### src/logic/ard_regs.svh
// constants of the aperture register window decoder
`ifndef ARD_REGS_SVH
`define ARD_REGS_SVH
`define ARD_WIN_SLOTS 128
`define ARD_HALF_SLOTS 64
`define ARD_SLOT_LSB 2
`define ARD_WIN_LSB 9
`define ARD_WIN_BASE_1M 22'h0FFE00
`define ARD_WIN_BASE_4M 22'h3FFE00
`define ARD_COMPAT_PORT_LOW 16'h02E8
`define ARD_EXT_PORT_LOW 16'h02EE
`define ARD_PORT_STEP_LSB 10
`define ARD_REG_W 16
`define ARD_RSV_HALF 16'h0000
`endif

### src/logic/ard_pkg.sv
// types of the aperture register window decoder
package ard_pkg;
	typedef enum logic [1:0] {
		ARD_PEND_NONE,
		ARD_PEND_FB,
		ARD_PEND_REG
	} ard_pend_t;
endpackage

### src/logic/ard_slot_if.sv
// slot index to port number carrier
`timescale 1ns/100ps
interface ard_slot_if;
	logic [6:0] slot;
	logic [15:0] port;
	logic ext;
	modport map (input slot, output port, output ext);
	modport user (output slot, input port, input ext);
endinterface

### src/logic/ard_decoder.sv
// aperture decoder steering top-of-aperture dwords onto register ports
`timescale 1ns/100ps
`include "ard_regs.svh"
module ard_decoder
	import ard_pkg::*;
#(
	parameter int AW = 22
) (
	input wire logic mclk,
	input wire logic rst,
	input wire logic mm_reg_en,
	input wire logic ap_4mb,
	input wire logic req_valid,
	input wire logic req_write,
	input wire logic [AW-1:0] req_addr,
	input wire logic [31:0] req_wdata,
	input wire logic [3:0] req_be,
	input wire logic fb_rvalid,
	input wire logic [31:0] fb_rdata,
	input wire logic reg_rvalid,
	input wire logic [15:0] reg_rdata,
	output logic fb_req,
	output logic fb_write,
	output logic [AW-1:0] fb_addr,
	output logic [31:0] fb_wdata,
	output logic [3:0] fb_be,
	output logic reg_rd,
	output logic reg_wr,
	output logic reg_ext,
	output logic [15:0] reg_port,
	output logic [15:0] reg_wdata,
	output logic [1:0] reg_be,
	output logic rsp_valid,
	output logic [31:0] rsp_data
);
	// ************************************************************
	// window decode
	// ************************************************************
	logic [AW-1:0] win_base;
	logic win_hit;
	logic reg_take;
	logic reg_wr_take;
	ard_pend_t pend_reg;
	ard_slot_if sif ();

	ard_slot_map u_map (
		.sif(sif)
	);

	always_comb begin
		// 1MB aperture keeps the window at FFE00; 4MB moves it to the very top
		win_base = ap_4mb ? AW'(`ARD_WIN_BASE_4M) : AW'(`ARD_WIN_BASE_1M);
		win_hit = req_addr[AW-1:`ARD_WIN_LSB] == win_base[AW-1:`ARD_WIN_LSB];
		reg_take = req_valid && mm_reg_en && win_hit;
		// a write touching only the reserved half reaches no register
		reg_wr_take = reg_take && req_write && (req_be[1:0] != 2'h0);
		sif.slot = req_addr[`ARD_WIN_LSB-1:`ARD_SLOT_LSB];
	end

	// ************************************************************
	// frame buffer side
	// ************************************************************
	always_ff @(posedge mclk or posedge rst) begin
		if (rst) begin
			fb_req <= 1'b0;
			fb_write <= 1'b0;
			fb_addr <= '0;
			fb_wdata <= 32'h00000000;
			fb_be <= 4'h0;
		end else begin
			// video memory under the window is unreachable while mapping is on
			fb_req <= req_valid && !reg_take;
			if (req_valid && !reg_take) begin
				fb_write <= req_write;
				fb_addr <= req_addr;
				fb_wdata <= req_wdata;
				fb_be <= req_be;
			end
		end
	end

	// ************************************************************
	// register side
	// ************************************************************
	always_ff @(posedge mclk or posedge rst) begin
		if (rst) begin
			reg_rd <= 1'b0;
			reg_wr <= 1'b0;
			reg_ext <= 1'b0;
			reg_port <= 16'h0000;
			reg_wdata <= 16'h0000;
			reg_be <= 2'h0;
		end else begin
			// separate strobes let a read-only and a write-only register share a port
			reg_rd <= reg_take && !req_write;
			reg_wr <= reg_wr_take;
			if (reg_take) begin
				reg_port <= sif.port;
				reg_ext <= sif.ext;
				reg_wdata <= req_wdata[`ARD_REG_W-1:0];
				reg_be <= req_be[1:0];
			end
		end
	end

	// ************************************************************
	// read return
	// ************************************************************
	always_ff @(posedge mclk or posedge rst) begin
		if (rst) begin
			pend_reg <= ARD_PEND_NONE;
		end else if (req_valid && !req_write) begin
			pend_reg <= reg_take ? ARD_PEND_REG : ARD_PEND_FB;
		end else if ((pend_reg == ARD_PEND_REG && reg_rvalid) ||
			(pend_reg == ARD_PEND_FB && fb_rvalid)) begin
			pend_reg <= ARD_PEND_NONE;
		end
	end

	always_ff @(posedge mclk or posedge rst) begin
		if (rst) begin
			rsp_valid <= 1'b0;
			rsp_data <= 32'h00000000;
		end else begin
			rsp_valid <= (pend_reg == ARD_PEND_REG && reg_rvalid) ||
				(pend_reg == ARD_PEND_FB && fb_rvalid);
			if (pend_reg == ARD_PEND_REG && reg_rvalid) begin
				rsp_data <= {`ARD_RSV_HALF, reg_rdata};
			end else if (pend_reg == ARD_PEND_FB && fb_rvalid) begin
				rsp_data <= fb_rdata;
			end
		end
	end

	// ************************************************************
	// assertions
	// ************************************************************
	property p_win_read;
		@(posedge mclk) disable iff (rst)
		reg_take && !req_write |=> reg_rd && !reg_wr && !fb_req;
	endproperty
	a_win_read: assert property (p_win_read) else $error("window read not routed to register");

	property p_map_off;
		@(posedge mclk) disable iff (rst)
		req_valid && !mm_reg_en |=> fb_req && !reg_rd && !reg_wr;
	endproperty
	a_map_off: assert property (p_map_off) else $error("mapping off yet register strobed");

	property p_first_slot;
		@(posedge mclk) disable iff (rst)
		reg_take && req_addr[8:2] == 7'h00 |=> reg_port == 16'h02E8 && !reg_ext;
	endproperty
	a_first_slot: assert property (p_first_slot) else $error("first slot port wrong");

	property p_second_slot;
		@(posedge mclk) disable iff (rst)
		reg_take && req_addr[8:2] == 7'h01 |=> reg_port == 16'h06E8;
	endproperty
	a_second_slot: assert property (p_second_slot) else $error("second slot port wrong");

	property p_last_slot;
		@(posedge mclk) disable iff (rst)
		reg_take && req_addr[8:2] == 7'h7F |=> reg_port == 16'hFEEE && reg_ext;
	endproperty
	a_last_slot: assert property (p_last_slot) else $error("last slot port wrong");

	property p_halves;
		@(posedge mclk) disable iff (rst)
		reg_take |=> reg_port[7:0] == (reg_ext ? 8'hEE : 8'hE8) &&
			reg_ext == $past(req_addr[8]);
	endproperty
	a_halves: assert property (p_halves) else $error("slot half maps to wrong set");

	property p_rsp_low_half;
		@(posedge mclk) disable iff (rst)
		pend_reg == ARD_PEND_REG && reg_rvalid |=>
			rsp_valid && rsp_data == {16'h0000, $past(reg_rdata)};
	endproperty
	a_rsp_low_half: assert property (p_rsp_low_half) else $error("register read data misplaced");

	property p_wr_low_half;
		@(posedge mclk) disable iff (rst)
		reg_wr_take |=> reg_wr && !reg_rd && reg_wdata == $past(req_wdata[15:0]);
	endproperty
	a_wr_low_half: assert property (p_wr_low_half) else $error("register write misrouted");

	property p_top_4mb;
		@(posedge mclk) disable iff (rst)
		req_valid && mm_reg_en && ap_4mb && (&req_addr[AW-1:9]) |=> !fb_req;
	endproperty
	a_top_4mb: assert property (p_top_4mb) else $error("4MB top reached video memory");

	property p_rsv_write;
		@(posedge mclk) disable iff (rst)
		reg_take && req_write && req_be[1:0] == 2'h0 |=> !reg_wr && !fb_req;
	endproperty
	a_rsv_write: assert property (p_rsv_write) else $error("reserved half write had effect");

	property p_fb_pass;
		@(posedge mclk) disable iff (rst)
		req_valid && !reg_take |=> fb_req && fb_addr == $past(req_addr) &&
			fb_write == $past(req_write);
	endproperty
	a_fb_pass: assert property (p_fb_pass) else $error("frame buffer access not forwarded");

	property p_rsp_fb;
		@(posedge mclk) disable iff (rst)
		pend_reg == ARD_PEND_FB && fb_rvalid |=> rsp_valid && rsp_data == $past(fb_rdata);
	endproperty
	a_rsp_fb: assert property (p_rsp_fb) else $error("frame buffer read data lost");

	property p_wr_no_rd;
		@(posedge mclk) disable iff (rst)
		reg_take && req_write |=> !reg_rd && !fb_req;
	endproperty
	a_wr_no_rd: assert property (p_wr_no_rd) else $error("register write strobed a read");
endmodule

### src/logic/ard_slot_map.sv
// maps a window slot index onto its register port number
`timescale 1ns/100ps
`include "ard_regs.svh"
module ard_slot_map
	import ard_pkg::*;
(
	ard_slot_if.map sif
);
	// ************************************************************
	// slot to port
	// ************************************************************
	function automatic logic [15:0] ard_port_of(input logic [6:0] slot);
		logic [15:0] low;
		low = slot[6] ? `ARD_EXT_PORT_LOW : `ARD_COMPAT_PORT_LOW;
		// each slot within a half steps the port's upper bits by one
		ard_port_of = {slot[5:0], low[9:0]};
	endfunction

	always_comb begin
		sif.port = ard_port_of(sif.slot);
		sif.ext = sif.slot[6];
	end
endmodule

### config.mk
export PLATFORM = sky130hd
export DESIGN_NAME = ard_decoder
export DESIGN_NICKNAME = d
export VERILOG_FILES = /design/src/logic/ard_pkg.sv /design/src/logic/ard_slot_if.sv /design/src/logic/ard_decoder.sv /design/src/logic/ard_slot_map.sv
export VERILOG_INCLUDE_DIRS = /design/src /design/src/logic
export SDC_FILE = /design/constraint.sdc
export NUM_CORES = 1
export LEC_CHECK = 0
export BUFFER_PORTS_ARGS = -buffer_cell sky130_fd_sc_hd__buf_2
export CORE_MARGIN = 3
export CORE_UTILIZATION = 50
export DETAILED_ROUTE_END_ITERATION = 8
export PLACE_DENSITY = 0.91
export SLEW_MARGIN = 20
export SYNTH_ARGS = -nofsm -noshare
export SYNTH_HDL_FRONTEND = slang
export SYNTH_HIERARCHICAL = 1
export SYNTH_SLANG_ARGS = --single-unit
### constraint.sdc
create_clock -name mclk -period 9.9 [get_ports mclk]
set_clock_uncertainty 0.05 [all_clocks]
set_input_delay 0.99 -clock mclk [delete_from_list [all_inputs] [get_ports mclk]]
set_output_delay 0.99 -clock mclk [all_outputs]
set_load 0.01 [all_outputs]
# After elaboration in Yosys (flattened, before gate mapping)
# Index checks and enable logic that the tools add are counted.
totals:
  ff_bits: 132
  input_bits: 114
  output_inout_bits: 130
  elab_cells: 39
op_classes:
  n_eq_ne: 3
  n_mux: 7
  n_reduce_logical: 15
op_table:
  columns: ["cell", "count"]
  rows:
  - ["2-to-1 mux 32 bit", 2]
  - ["2-to-1 mux 22 bit", 1]
  - ["== test 13 bit", 1]
  - ["logical AND 1 bit", 9]
  - ["2-to-1 mux 2 bit", 3]
  - ["nonzero test 2 bit", 3]
  - ["2-to-1 mux 3 bit", 1]
  - ["== test 2 x 1 -> 1 bit, second input constant", 1]
  - ["== test 2 bit, second input constant", 1]
  - ["logical NOT 1 bit", 2]
  - ["logical OR 1 bit", 1]

# Depth between registers and ports, before layout
logic_depth:
  depth_word: 5
  depth_mapped: 6
  ltp_nobuf: 4

# By module
# The synthesis kept the hierarchy.
modules_own_cells:
  columns: ["mod", "instances", "cells_each", "area_each_um2", "seq_area_each_um2"]
  rows:
  - ["ard_decoder", 1, 357, 5153.7, 3303.2]
  - ["ard_slot_map", 1, 19, 135.1, 0.0]

# Worst setup path before layout
# Ideal clock, no wire load.
synth_path:
  kind: "input to register"
  start: "in req_addr[20]"
  end: "reg fb_be[0]"
  setup_time_ps: 125
  t_arrival_ps: 2353
  required_ps: 9725
  path_slack_ps: 7371
  path_stages: 6
  path_buffers: 2
  cell_sequence: "or3_4 -> a21oi_4 -> a31oi_2 -> buf_6 -> buf_6 -> mux2_4"
synth_between:
  elab_chain_cells: 4
synth_lines:
  columns: ["element", "line", "source"]
  rows:
  - ["from (decl)", "ard_decoder.sv:15", "input wire logic [AW-1:0] req_addr,"]
  - ["== test 13 bit", "ard_decoder.sv:53", "win_hit = req_addr[AW-1:`ARD_WIN_LSB] == win_base[AW-1:`ARD_WIN_LSB];"]
  - ["logical AND 1 bit", "ard_decoder.sv:54", "reg_take = req_valid && mm_reg_en && win_hit;"]
  - ["logical NOT 1 bit", "ard_decoder.sv:73", "if (req_valid && !reg_take) begin"]
  - ["logical AND 1 bit", "ard_decoder.sv:73", null]
  - ["to (signal assigned)", "ard_decoder.sv:77", "fb_be <= req_be;"]
  - ["to (decl)", "ard_decoder.sv:26", "output logic [3:0] fb_be,"]
# Every way passes these cells.
# A chain may end at the register's enable or synchronous reset.

# Worst setup path in the final report
layout_path:
  start: "in req_addr[20]"
  end: "reg reg_wdata[14]"
layout_between:
  elab_chain_cells: 2
layout_lines:
  columns: ["element", "line", "source"]
  rows:
  - ["== test 13 bit", "ard_decoder.sv:53", null]
  - ["logical AND 1 bit", "ard_decoder.sv:54", null]
  - ["to (signal assigned)", "ard_decoder.sv:100", "reg_wdata <= req_wdata[`ARD_REG_W-1:0];"]
  - ["to (decl)", "ard_decoder.sv:31", "output logic [15:0] reg_wdata,"]
# Every way passes these cells.

==> reports/qor.txt <==
outcome = finished, final reports clean
Antenna Cells = 0
maximum net fanout on the critical path = 36
largest net degree at the start of global routing = 69
vias post-DR = 3837
final core utilization = 70.8%
Tot GR Track Use = 21.8%
Max rail drop VDD = 0.105 mV
core area = 0.0100 mm2
cell leakage power = 3.73 nW
synth top area cells = dfrtp_1 62%, mux2_2 18%, mux2i_1 3.0%
CTS tree = yes
multi-input logic area = 0.00178 mm2
1st-iter DRT viols = 172
H-tree Lvls = 4
CP Launch Point = req_addr[20]
max_cap viols = 0
drt pass-1 iters = 6
Yosys top cell area share = 62.5%
FF-to-FF path depth = 4
DPL Wire Length = 9660 um
full die area = 0.0118 mm2
Synth top cells by count = 132 x dfrtp_1, 84 x mux2_2, 36 x nand2_1
Int Power = 1.06 mW
syn avg cell area = 14.1 um2
drt total wl = 12900 um
flops & latches, synth = 132
sequential share of the synthesized area = 62.5%
Power Density = 199 mW/mm2
post-synthesis cell type count = 28
Setup crit start kind = primary input
proportion of power drawn by flip-flops and latches = 44.2%
register area = 0.00330 mm2
first-pass GRT wire length = 19800 um
Design Area, Final = 0.00711 mm2
CTS clk-pin slew, worst paths = 0.06 ns
Sw Share = 25.3%
CTS Root Cell = clkbuf_8
Hold-fix buffers, CTS = 0
reg2reg setup slack = 8.17 ns
slew margin rel. = 45.0%
P&R area growth vs syn = 34.5%
Max Root-Sink Buffers = 2
initial antenna violation count = 0
Post-synth EDFFs = 0
Syn. warnings = 6
Fmax achieved = 386 MHz
RSZ-0062 raised after global routing = no
post-DR vias/cell = 5.05
Cell Rows = 36
critical path type = primary input to flop
switching power = 0.359 mW
nets = 729
Sum Neg Setup Slack = 0 ns
number of global-route vias before repair = 4050
RR Startpoint = pend_reg[1]$_DFFE_PP0P_
critical path endpoint = reg_wdata[14]$_DFFE_PP0P_
largest area contributor in the netlist = dfrtp_1
CTS Buf Count = 17
hold path cells = 1
post_cts resized = 0
DR DRC count = 0
share of post-route cells with drive strength above 1 = 60.3%
GRT overflow = 0
Hold/Removal Path Class = flop to flop
synthesized instance count = 376
area of placed instances = 0.00652 mm2
Initial Util = 52.7%
Die Wd = 109 um
# fillers = 680
Die H = 109 um
# setup viols final = 0
min cycle time layout = 2.59 ns
clk_lat worst skew = 0.49 ns
leading registers by flop count = fb_wdata: 32 flops, rsp_data: 32 flops, fb_addr: 22 flops
Gate power share = 14.3%
Reg2Reg Capture Point = rsp_data[15]$_DFFE_PP0P_
max-slew violations = 0
ANT nets after route = 0
Top-Level Pins = 244
data arrival time of the critical path = 2.92 ns
WP data required = 10.23 ns
Primary FF master, synth = dfrtp_1
crit share post-route = 26.2%
Cell Area, Synth = 0.00529 mm2
DR WL/cell = 17.0 um
CP Capture Type = flop
Clock power frac = 41.5%
Placer Congestion = 0.793
Post-synth ARST share = 100%
clk sinks = 132
PortBufs = 243
Fin. Hold Viols = 0
most frequent cell after synthesis = dfrtp_1
Slew @ Worst Pin = 0.825 ns
post-CTS setup buffers = 0
## worst min-delay path by stage
stage / end / from / slack, ns
floorplan: pend_reg[1]$_DFFE_PP0P_ / pend_reg[1]$_DFFE_PP0P_ / 0.42
global placement: fb_addr[19]$_DFFE_PP0P_ / fb_addr[19]$_DFFE_PP0P_ / 0.42
CTS: reg_wdata[5]$_DFFE_PP0P_ / reg_wdata[5]$_DFFE_PP0P_ / 0.45
detailed placement: rsp_data[17]$_DFFE_PP0P_ / rsp_data[17]$_DFFE_PP0P_ / 0.44
finish: reg_wdata[5]$_DFFE_PP0P_ / reg_wdata[5]$_DFFE_PP0P_ / 0.45
global route: reg_wdata[8]$_DFFE_PP0P_ / reg_wdata[8]$_DFFE_PP0P_ / 0.46
## power groups by stage
stage | Combinational, mW | Sequential [mW] | Clock [mW]
4_1_cts | 0.204 | 0.625 | 0.596
5_1_grt | 0.223 | 0.632 | 0.621
3_5_place_dp | 0.204 | 0.633 | 0
3_3_place_gp | 0.197 | 0.629 | 0
2_1_floorplan | 0.0810 | 0.657 | 0
6_report | 0.202 | 0.625 | 0.587
## per-stage QoR
step / hold WS, ns / power [mW] / std cells / setup slack (ns)
after floorplan: 0.419 / 0.738 / 382 / 5.33
after global placement: 0.422 / 0.826 / 728 / 6.58
after detailed placement: 0.435 / 0.837 / 728 / 6.46
after CTS: 0.452 / 1.43 / 759 / 7.02
after global routing: 0.461 / 1.48 / 760 / 7.26
final: 0.448 / 1.41 / 760 / 7.31
## critical path: stages
cell and delay [ns]:
buf_2 0.11, or3_4 0.39, a21oi_4 0.28, nand4_4 0.59, mux2_2 0.52
## layer usage
layer / share of wire (%) / GRT usage [%] / wire (um) / vias to the layer above
li1: - / - / - / 1766
met1: 38 / 24.8 / 4860 / 1886
met2: 54 / 39.5 / 6980 / 157
met3: 5.9 / 5.03 / 765 / 28
met4: 2.5 / 9.02 / 327 / 0
met5: 0 / 0 / 0 / -
## cell usage in the layout (no fill, tap or decap), drive strengths merged
cell type	instances
nor4	1
a22o	6
nand3	5
nor2	4
o22a	1
conb	8
and3	1
nand4	4
bufinv	2
or3	1
a31o	1
nand2b	2
a21oi	12
nand2	36
mux2i	16
clkinv	6
mux2	93
clkbuf	19
clkinvlp	3
o21ai	18
a31oi	2
buf	248
inv	6
dfrtp	132
## kinds of logic after synthesis
| group | count (synthesis) | share of synthesized area (%) |
|---|---|---|
| compound gates | 40 | 4.73 |
| simple gates | 54 | 4.76 |
| flops | 132 | 62.5 |
| other cells | 2 | 0.142 |
| buf+inv | 39 | 4.45 |
| mux | 109 | 23.5 |
## cell type report
class	count	share of cell area [%]
Clock inverter	12	1.86
Tap cell	133	2.34
Multi-Input combinational cell	211	25.1
Inverter	5	0.299
Clock buffer	19	6.07
Timing Repair Buffer	248	17.9
Sequential cell	132	46.4
Note: power is estimated with default switching activity, not from simulation.
